<file path="config.mk">
export PLATFORM = sky130hd
export DESIGN_NAME = tsb_top
export DESIGN_NICKNAME = d
export VERILOG_FILES = /design/src/verilog/tsb_pkg.sv /design/src/verilog/tsb_top.sv /design/src/verilog/tsb_timeout.sv
export VERILOG_INCLUDE_DIRS = /design/src /design/src/verilog
export SDC_FILE = /design/constraint.sdc
export NUM_CORES = 1
export LEC_CHECK = 0
export ABC_AREA = 1
export BUFFER_PORTS_ARGS = -buffer_cell sky130_fd_sc_hd__buf_4
export CAP_MARGIN = 20
export CORE_UTILIZATION = 45
export DETAILED_ROUTE_END_ITERATION = 10
export PLACE_DENSITY = 0.7
export SYNTH_ARGS = -nofsm -noshare
export SYNTH_HDL_FRONTEND = slang
export SYNTH_HIERARCHICAL = 1
export SYNTH_SLANG_ARGS = --single-unit
</file>
<file path="constraint.sdc">
create_clock -name mclk_i -period 2.77 [get_ports mclk_i]
set_input_delay 0.4155 -clock mclk_i [delete_from_list [all_inputs] [get_ports mclk_i]]
set_output_delay 0.4155 -clock mclk_i [all_outputs]
set_load 0.03 [all_outputs]
</file>
<file path="src/verilog/tsb_regs.svh">
// Contract
// Temperature reads return the last completed conversion, never a partial one.
// A serial access addressed to the sensor aborts the running conversion.
// After the transaction ends, a fresh conversion starts from the beginning.
// The temperature register updates only when a conversion runs to completion.
// Host should leave at least 300 ms idle between successive transactions.
// Overtemp asserts only after a programmable count of over-limit conversions, max 6.
// When SDA stays low past the timeout, serial state returns idle, SDA released.
// Stuck-low timeout lies between 75 ms and 325 ms; variants without it never time out.
// Power up loads overtemp and hysteresis limits with fixed defaults.
// Target address is 1001 followed by the three address select pins.
// Temperatures and limits are 9-bit two's complement, LSB is half a degree.
// Fault queue counts consecutive over-limit conversions; an in-limit one clears the count.
// In shutdown the bus timeout is disabled.
// Stuck-bus timer restarts when SDA is high, counts only while SDA stays low.
// Bus idle after stop ends communication and lets a new conversion start.
`ifndef TSB_REGS_SVH
`define TSB_REGS_SVH
// ----------------------------------------
// register pointer values
// ----------------------------------------
`define TSB_PTR_TEMP 2'h0
`define TSB_PTR_CFG 2'h1
`define TSB_PTR_THYST 2'h2
`define TSB_PTR_TOS 2'h3
// ----------------------------------------
// configuration fields
// ----------------------------------------
`define TSB_CFG_SHDN 0
`define TSB_CFG_INTM 1
`define TSB_CFG_POL 2
`define TSB_CFG_FQ_LO 3
`define TSB_CFG_FQ_HI 4
`define TSB_CFG_RST 8'h00
// ----------------------------------------
// reset values and address
// ----------------------------------------
`define TSB_TOS_RST 9'h0a0
`define TSB_THYST_RST 9'h096
`define TSB_ADDR_HI 4'h9
// ----------------------------------------
// timing, in nanoseconds and milliseconds, and the fault queue maximum
// ----------------------------------------
`define TSB_CLK_NS 4
`define TSB_NS_PER_MS 1000000
`define TSB_CONV_MS 100
`define TSB_TOUT_MIN_MS 75
`define TSB_TOUT_MAX_MS 325
`define TSB_FQ_MAX 6
`endif

</file>
<file path="src/verilog/tsb_pkg.sv">
package tsb_pkg;
  // serial target states
  typedef enum logic [2:0] {
    ST_IDLE,
    ST_ADDR,
    ST_AACK,
    ST_WBYTE,
    ST_WACK,
    ST_RBYTE,
    ST_RACK
  } tsb_state_t;
  typedef logic signed [8:0] tsb_temp_t;
endpackage

</file>
<file path="src/verilog/tsb_top.sv">
`timescale 1ns/10ps
`include "tsb_regs.svh"
module tsb_top #(
  parameter bit HAS_TIMEOUT = 1'b1,
  parameter int unsigned CONV_CYCLES = `TSB_CONV_MS * `TSB_NS_PER_MS / `TSB_CLK_NS,
  parameter int unsigned TOUT_CYCLES = (`TSB_TOUT_MIN_MS * `TSB_NS_PER_MS + `TSB_CLK_NS - 1) / `TSB_CLK_NS
) (
  // clock and reset
  input wire logic mclk_i,
  input wire logic sys_rst_i,
  // serial bus pins
  input wire logic scl_i,
  input wire logic sda_i,
  output logic sda_o,
  output logic sda_oe_n_o,
  // address straps
  input wire logic [2:0] address_select_pins_i,
  // converter sample, same clock domain
  input wire tsb_pkg::tsb_temp_t adc_sample_i,
  // status
  output logic os_o,
  output tsb_pkg::tsb_temp_t temp_o,
  output logic conv_busy_o
);
  import tsb_pkg::*;

  // ----------------------------------------
  // pin synchronisers
  // ----------------------------------------
  logic scl_m_q, scl_s_q, scl_p_q;
  logic sda_m_q, sda_s_q, sda_p_q;
  logic [2:0] adr_m_q, adr_s_q;

  // two flops per pin; only the second stage and its delayed copy feed logic
  always_ff @(posedge mclk_i)
  begin
    if (sys_rst_i)
    begin
      {scl_m_q, scl_s_q, scl_p_q} <= 3'h7;
      {sda_m_q, sda_s_q, sda_p_q} <= 3'h7;
      adr_m_q <= 3'h0;
      adr_s_q <= 3'h0;
    end
    else
    begin
      {scl_m_q, scl_s_q, scl_p_q} <= {scl_i, scl_m_q, scl_s_q};
      {sda_m_q, sda_s_q, sda_p_q} <= {sda_i, sda_m_q, sda_s_q};
      adr_m_q <= address_select_pins_i;
      adr_s_q <= adr_m_q;
    end
  end

  logic scl_rise, scl_fall, start_ev, stop_ev, tout_ev;
  assign scl_rise = scl_s_q && !scl_p_q;
  assign scl_fall = !scl_s_q && scl_p_q;
  assign start_ev = scl_s_q && scl_p_q && !sda_s_q && sda_p_q;
  assign stop_ev = scl_s_q && scl_p_q && sda_s_q && !sda_p_q;

  // ----------------------------------------
  // register file and serial target
  // ----------------------------------------
  tsb_state_t st_q, st_d;
  logic [7:0] sh_q, sh_d, msb_q, msb_d, cfg_q, cfg_d;
  logic [3:0] cnt_q, cnt_d;
  logic [1:0] byte_q, byte_d, ptr_q, ptr_d;
  logic rd_q, rd_d, oe_n_q, oe_n_d, busy_q, busy_d, rdhit;
  tsb_temp_t temp_q, tos_q, tos_d, hyst_q, hyst_d;
  logic [15:0] tx_word;

  // read word for the current pointer, left aligned as on the wire
  always_comb
  begin
    case (ptr_q)
      `TSB_PTR_TEMP: tx_word = {temp_q, 7'h00}; // see
      `TSB_PTR_CFG: tx_word = {cfg_q, cfg_q};
      `TSB_PTR_THYST: tx_word = {hyst_q, 7'h00};
      default: tx_word = {tos_q, 7'h00};
    endcase
  end

  // bit level target: sample on scl rise, change sda on scl fall
  always_comb
  begin
    st_d = st_q;
    sh_d = sh_q;
    cnt_d = cnt_q;
    byte_d = byte_q;
    rd_d = rd_q;
    oe_n_d = oe_n_q;
    busy_d = busy_q;
    ptr_d = ptr_q;
    cfg_d = cfg_q;
    msb_d = msb_q;
    tos_d = tos_q;
    hyst_d = hyst_q;
    rdhit = 1'b0;
    if (tout_ev)
    begin
      st_d = ST_IDLE;
      oe_n_d = 1'b1;
      busy_d = 1'b0;
    end
    else if (stop_ev)
    begin
      st_d = ST_IDLE;
      oe_n_d = 1'b1;
      busy_d = 1'b0;
    end
    else if (start_ev)
    begin
      st_d = ST_ADDR;
      cnt_d = 4'h0;
      oe_n_d = 1'b1;
    end
    else
    begin
      case (st_q)
        ST_ADDR, ST_WBYTE:
        begin
          if (scl_rise)
          begin
            sh_d = {sh_q[6:0], sda_s_q};
            cnt_d = cnt_q + 4'h1;
          end
          else if (scl_fall && cnt_q == 4'h8)
          begin
            if (st_q == ST_WBYTE)
            begin
              st_d = ST_WACK;
              oe_n_d = 1'b0;
              byte_d = byte_q + 2'h1;
              if (byte_q == 2'h0)
                ptr_d = sh_q[1:0];
              else if (ptr_q == `TSB_PTR_CFG)
                cfg_d = sh_q;
              else if (byte_q == 2'h1)
                msb_d = sh_q;
              else if (ptr_q == `TSB_PTR_TOS)
                tos_d = {msb_q, sh_q[7]};
              else if (ptr_q == `TSB_PTR_THYST)
                hyst_d = {msb_q, sh_q[7]};
            end
            else if (sh_q[7:1] == {`TSB_ADDR_HI, adr_s_q})
            begin
              st_d = ST_AACK;
              oe_n_d = 1'b0;
              rd_d = sh_q[0];
              busy_d = 1'b1;
            end
            else
              st_d = ST_IDLE;
          end
        end
        ST_AACK, ST_WACK, ST_RACK:
        begin
          // a master nack ends the read; the byte after it is not sent
          if (scl_rise && st_q == ST_RACK && sda_s_q)
            st_d = ST_IDLE;
          else if (scl_fall)
          begin
            cnt_d = 4'h0;
            if (st_q == ST_AACK)
              byte_d = 2'h0;
            if (st_q == ST_AACK && rd_q)
              rdhit = 1'b1;
            if (rd_q)
            begin
              st_d = ST_RBYTE;
              // byte_q[0] set means the low byte goes out next
              sh_d = (st_q == ST_AACK || !byte_q[0]) ? tx_word[15:8] : tx_word[7:0];
              byte_d = (st_q == ST_AACK) ? 2'h1 : {1'b0, ~byte_q[0]};
              oe_n_d = (st_q == ST_AACK || !byte_q[0]) ? tx_word[15] : tx_word[7];
            end
            else
            begin
              st_d = ST_WBYTE;
              oe_n_d = 1'b1;
            end
          end
        end
        ST_RBYTE:
        begin
          if (scl_fall)
          begin
            if (cnt_q == 4'h7)
            begin
              st_d = ST_RACK;
              oe_n_d = 1'b1;
            end
            else
            begin
              sh_d = {sh_q[6:0], 1'b0};
              oe_n_d = sh_q[6];
              cnt_d = cnt_q + 4'h1;
            end
          end
        end
        default:
          oe_n_d = 1'b1;
      endcase
    end
  end

  // serial target registers; limits come up at their defaults
  always_ff @(posedge mclk_i)
  begin
    if (sys_rst_i)
    begin
      st_q <= ST_IDLE;
      sh_q <= 8'h00;
      cnt_q <= 4'h0;
      byte_q <= 2'h0;
      rd_q <= 1'b0;
      oe_n_q <= 1'b1;
      busy_q <= 1'b0;
      ptr_q <= `TSB_PTR_TEMP;
      cfg_q <= `TSB_CFG_RST;
      msb_q <= 8'h00;
      tos_q <= `TSB_TOS_RST;
      hyst_q <= `TSB_THYST_RST;
    end
    else
    begin
      st_q <= st_d;
      sh_q <= sh_d;
      cnt_q <= cnt_d;
      byte_q <= byte_d;
      rd_q <= rd_d;
      oe_n_q <= oe_n_d;
      busy_q <= busy_d;
      ptr_q <= ptr_d;
      cfg_q <= cfg_d;
      msb_q <= msb_d;
      tos_q <= tos_d;
      hyst_q <= hyst_d;
    end
  end

  // ----------------------------------------
  // stuck bus timeout
  // ----------------------------------------
  tsb_timeout #(
    .TOUT_CYCLES(TOUT_CYCLES)
  ) u_tout (
    .mclk_i(mclk_i),
    .sys_rst_i(sys_rst_i),
    .enable_i(HAS_TIMEOUT && !cfg_q[`TSB_CFG_SHDN]), // see
    .sda_lvl_i(sda_s_q),
    .expire_o(tout_ev)
  );

  // ----------------------------------------
  // conversion sequencer and overtemp
  // ----------------------------------------
  logic [31:0] cv_q, cv_d;
  logic done, shdn, over, under;
  logic [2:0] fq_q, fq_d, fq_need;
  logic act_q, act_d, pend_q, pend_d, os_q, os_d;
  tsb_temp_t temp_d;

  assign shdn = cfg_q[`TSB_CFG_SHDN];
  assign done = !busy_q && !shdn && cv_q == CONV_CYCLES - 32'h1;
  assign over = adc_sample_i > tos_q;
  assign under = adc_sample_i < hyst_q;

  // queue depth select: 1, 2, 4 or 6 consecutive faults
  always_comb
  begin
    case (cfg_q[`TSB_CFG_FQ_HI:`TSB_CFG_FQ_LO])
      2'h0: fq_need = 3'h1;
      2'h1: fq_need = 3'h2;
      2'h2: fq_need = 3'h4;
      default: fq_need = 3'(`TSB_FQ_MAX);
    endcase
  end

  // a bus access holds the counter at zero, so the next conversion is whole
  always_comb
  begin
    cv_d = cv_q + 32'h1;
    temp_d = temp_q;
    fq_d = fq_q;
    act_d = act_q;
    pend_d = pend_q;
    if (busy_q || shdn || done) // see
      cv_d = 32'h0;
    if (done)
    begin
      temp_d = adc_sample_i; // see
      if ((!act_q && over) || (act_q && under))
      begin
        if (fq_q + 3'h1 >= fq_need)
        begin
          fq_d = 3'h0;
          act_d = !act_q;
          pend_d = 1'b1;
        end
        else
          fq_d = fq_q + 3'h1;
      end
      else
        fq_d = 3'h0;
    end
    // interrupt mode: a read or shutdown clears the latched event
    if (rdhit || shdn)
      pend_d = 1'b0;
    if (done && fq_d == 3'h0 && act_d != act_q)
      pend_d = 1'b1;
    os_d = (cfg_q[`TSB_CFG_INTM] ? pend_d : act_d) ^ !cfg_q[`TSB_CFG_POL];
  end

  // conversion and overtemp registers
  always_ff @(posedge mclk_i)
  begin
    if (sys_rst_i)
    begin
      cv_q <= 32'h0;
      temp_q <= 9'h000;
      fq_q <= 3'h0;
      act_q <= 1'b0;
      pend_q <= 1'b0;
      os_q <= 1'b1;
    end
    else
    begin
      cv_q <= cv_d;
      temp_q <= temp_d;
      fq_q <= fq_d;
      act_q <= act_d;
      pend_q <= pend_d;
      os_q <= os_d;
    end
  end

  // ----------------------------------------
  // outputs
  // ----------------------------------------
  logic sda_lo_q, busy_o_q;

  // sda data is always low; the enable alone decides the wire
  always_ff @(posedge mclk_i)
  begin
    if (sys_rst_i)
    begin
      sda_lo_q <= 1'b0;
      busy_o_q <= 1'b0;
    end
    else
    begin
      sda_lo_q <= 1'b0;
      busy_o_q <= !busy_q && !shdn;
    end
  end

  assign sda_o = sda_lo_q;
  assign sda_oe_n_o = oe_n_q;
  assign os_o = os_q;
  assign temp_o = temp_q;
  assign conv_busy_o = busy_o_q;
endmodule

</file>
<file path="src/verilog/tsb_timeout.sv">
`timescale 1ns/10ps
`include "tsb_regs.svh"
module tsb_timeout #(
  parameter int unsigned TOUT_CYCLES = 32'd18750000
) (
  // clock and reset
  input wire logic mclk_i,
  input wire logic sys_rst_i,
  // control
  input wire logic enable_i,
  input wire logic sda_lvl_i,
  // event
  output logic expire_o
);
  logic [31:0] cnt_q, cnt_d;
  logic expire_d;

  // count only continuous low time; high or disable restarts from zero
  always_comb
  begin
    cnt_d = 32'h0;
    expire_d = 1'b0;
    if (enable_i && !sda_lvl_i) // see
    begin
      // park one past the expiry count so a long low gives a single pulse
      if (cnt_q == TOUT_CYCLES)
        cnt_d = cnt_q;
      else
        cnt_d = cnt_q + 32'h1;
      if (cnt_q == TOUT_CYCLES - 32'h1)
        expire_d = 1'b1;
    end
  end

  // one pulse per expiry, then count again only after sda returns high or enable drops
  always_ff @(posedge mclk_i)
  begin
    if (sys_rst_i)
    begin
      cnt_q <= 32'h0;
      expire_o <= 1'b0;
    end
    else
    begin
      cnt_q <= cnt_d;
      expire_o <= expire_d;
    end
  end
endmodule

</file>
==> flow_summary_export.csv <==
group,metric,value,unit
yosys,synth-seq-cells,149,
clock_tree,htreeDepth,4,
timing,worstMarginPinSlew,0.790,ns
finish,final_core_utilization,0.517,
clock_tree,clkSinkCount,149,
global_routing,grtUsageTotal,0.218,
timing,max_slew_margin,0.467,
timing,min_period_over_period,0.827,
clock_tree,clk_latency,0.43,ns
timing,finalSetupTns,0,ns
finish,drive_gt1_frac,0.0936,
routing,drc,0,
routing,drt_iter0_markers,456,
finish,fin_nets,1227,
yosys,yosysSeqAreaShare,0.376,
power,vdd_drop_max,432,uV
yosys,ys_warn_count,6,
yosys,synth-edff-count,0,
routing,via_count,7377,
routing,wl_per_cell,13.2,um
setup_path,critical_path_arrival,2.59,ns
timing,report.final.slew_viol_count,0,
yosys,netlist_instances,1153,
timing,max_freq,437,MHz
yosys,synth_top_area_cell,"dfxtp_1",
timing,hold_viol_final,0,
floorplanning,io_pins,29,
placed_design,placed_area,8370,um^2
global_routing,antenna_found_initial,0,
yosys,synthFlopType,"dfxtp_1",
yosys,syn-num-nets,1197,
timing,fin_skew,0.00981,ns
setup_path,cp_max_fo,4,
yosys,synth_cell_types,48,
job,max_cap_viol_count,0,
yosys,syn_area,7940,um^2
clock_tree,clockBufferDepth,2,
clock_tree,cts_tree,"done",
floorplanning,die_x,135,um
power,power_density,568,nW/um^2
yosys,synthArstFlopShare,0,
finish,antennaDiodeCount,0,
clock_tree,cts_root_buf,"clkbuf_16",
yosys,ys_top_cells_by_area,"dfxtp_1, nand2_1, nor2_1",
clock_tree,cts_buffers,17,
floorplanning,die_area,18200,um^2
yosys,synth_top_area_share,0.376,
routing,detail-route-antenna-nets,0,
clock_tree,clkSlewWorstSetupHoldPaths,0.06,ns
yosys,synthMostInstantiatedCell,"nand2_1",
timing,fin_crit,2.29,ns
floorplanning,num_rows,48,
setup_path,crit_path_end_kind,"register",
routing,via_per_inst,5.19,
yosys,synth_common_cells,"nand2_1, nor2_1, inv_1",
timing,setup_viol,0,
floorplanning,design.core.area,17200,um^2
setup_path,crit_type,"register to register",
clock_tree,cts_setup_buffers,0,
placed_design,dpl.hpwl,13.9,mm
clock_tree,cts_hold_buf,0,
global_routing,grt_start_max_net_pins,41,
placed_design,gp_congestion,0.928,
routing,wirelength,18.8,mm
placed_design,io_buffers,27,
timing,rsz0062_at_grt,"false",
setup_path,critPathLaunchType,"register",
yosys,syn_avg_cell_area,6.89,um^2
min_path,hold_class,"input port to register",
finish,finalInstanceArea,8920,um^2
global_routing,grt_pass1_wl,31.4,mm
status,outcome,"complete, no violations",
finish,syn_to_final_growth,12.3,%
floorplanning,start_util,0.461,
setup_path,crit_required,3.07,ns
routing,firstDrtPassIters,5,
floorplanning,die_y,135,um
global_routing,first_global_vias,6614,
global_routing,overflow,0,
clock_tree,cts_resized,0,
power,leakagePower,3.53,nW
## worst paths after layout
path         startpoint         end  slack, ns  cells past startpoint
max             fq_q[0]        os_o       0.48                     12
min               scl_i     scl_m_q       0.17                      2
max reg2reg     fq_q[0]        os_o       0.48                     12
min reg2reg  adr_m_q[2]  adr_s_q[2]       0.40                      2
## metrics by stage
stage | power (mW) | setup slack [ns] | hold WS, ns | std cells
after floorplan | 2.80 | 0.826 | 0.388 | 1153
after global placement | 2.96 | 0.607 | 0.394 | 1389
after detailed placement | 2.97 | 0.531 | 0.394 | 1389
after CTS | 5.10 | 0.514 | 0.153 | 1421
after global routing | 5.30 | 0.186 | 0.164 | 1421
final | 5.07 | 0.480 | 0.171 | 1421
## final cells by class
class,count,area [um^2]
clock buffer,21,470
clock inverter,11,77.6
fill,1657,8320
inverter,171,642
multi-input combinational,809,4200
sequential,149,2980
tap,225,282
timing repair buffer,35,263
## power by group
group / total, mW / internal, mW / leakage, nW / switching (mW)
clock: 2.14 / 1.21 / 0.265 / 0.926
sequential: 2.27 / 2.21 / 1.21 / 0.0577
combinational: 0.663 / 0.220 / 2.06 / 0.443
## flip-flops by register name, indices dropped and copies added (netlist names), 2 cells and up
name / flops
cv_q: 32
tos_q: 9
temp_o: 9
hyst_q: 9
ptr_q: 2
cfg_q: 8
adr_m_q: 3
byte_q: 2
st_q: 3
msb_q: 8
sh_q: 8
u_tout/cnt_q: 32
cnt_q: 4
adr_s_q: 3
fq_q: 3
## cell usage in the layout (no fill, tap or decap), drive strengths merged, types with 2 or more instances in the layout
cell type	n
o21ai	70
a22oi	2
inv	171
a31oi	8
nand2	225
a211oi	17
nand3b	2
o211ai	6
a221oi	9
or2	10
clkbuf	21
nor3b	10
clkinv	8
nand4	15
clkinvlp	3
nor4	3
a21oi	85
ha	28
o22ai	4
nor3	35
nor2	191
nand3	61
o221ai	4
buf	35
xor2	12
xnor2	5
dfxtp	149
## metal layers
metal	share of wire	routed length [um]	vias to the layer above	track usage
met4	0.0076	142	0	0.0662
met1	0.51	9530	3365	0.301
met2	0.44	8200	175	0.340
li1	-	-	3823	-
met5	0	0	-	0
met3	0.048	899	14	0.0454
## cells by family after synthesis
| logic type | share of synthesized area |
|---|---|
| fa+ha+maj | 0.0441 |
| flops | 0.376 |
| simple gates | 0.315 |
| compound gates | 0.150 |
| buf+inv | 0.0953 |
| xor+xnor | 0.0188 |
| other cells | 0.000472 |
## critical path: stages (launching register included)
cell and delay (ns):
dfxtp_1 0.41, ha_1 0.19, xor2_1 0.27, ha_1 0.31
a21oi_1 0.15, o211ai_1 0.16, xor2_1 0.18, nand2_1 0.08
nand3_1 0.12, nand2_1 0.09, nand2_1 0.06, nand3_1 0.07
nand3_1 0.07
No activity file was read; power rests on OpenSTA's default activity.
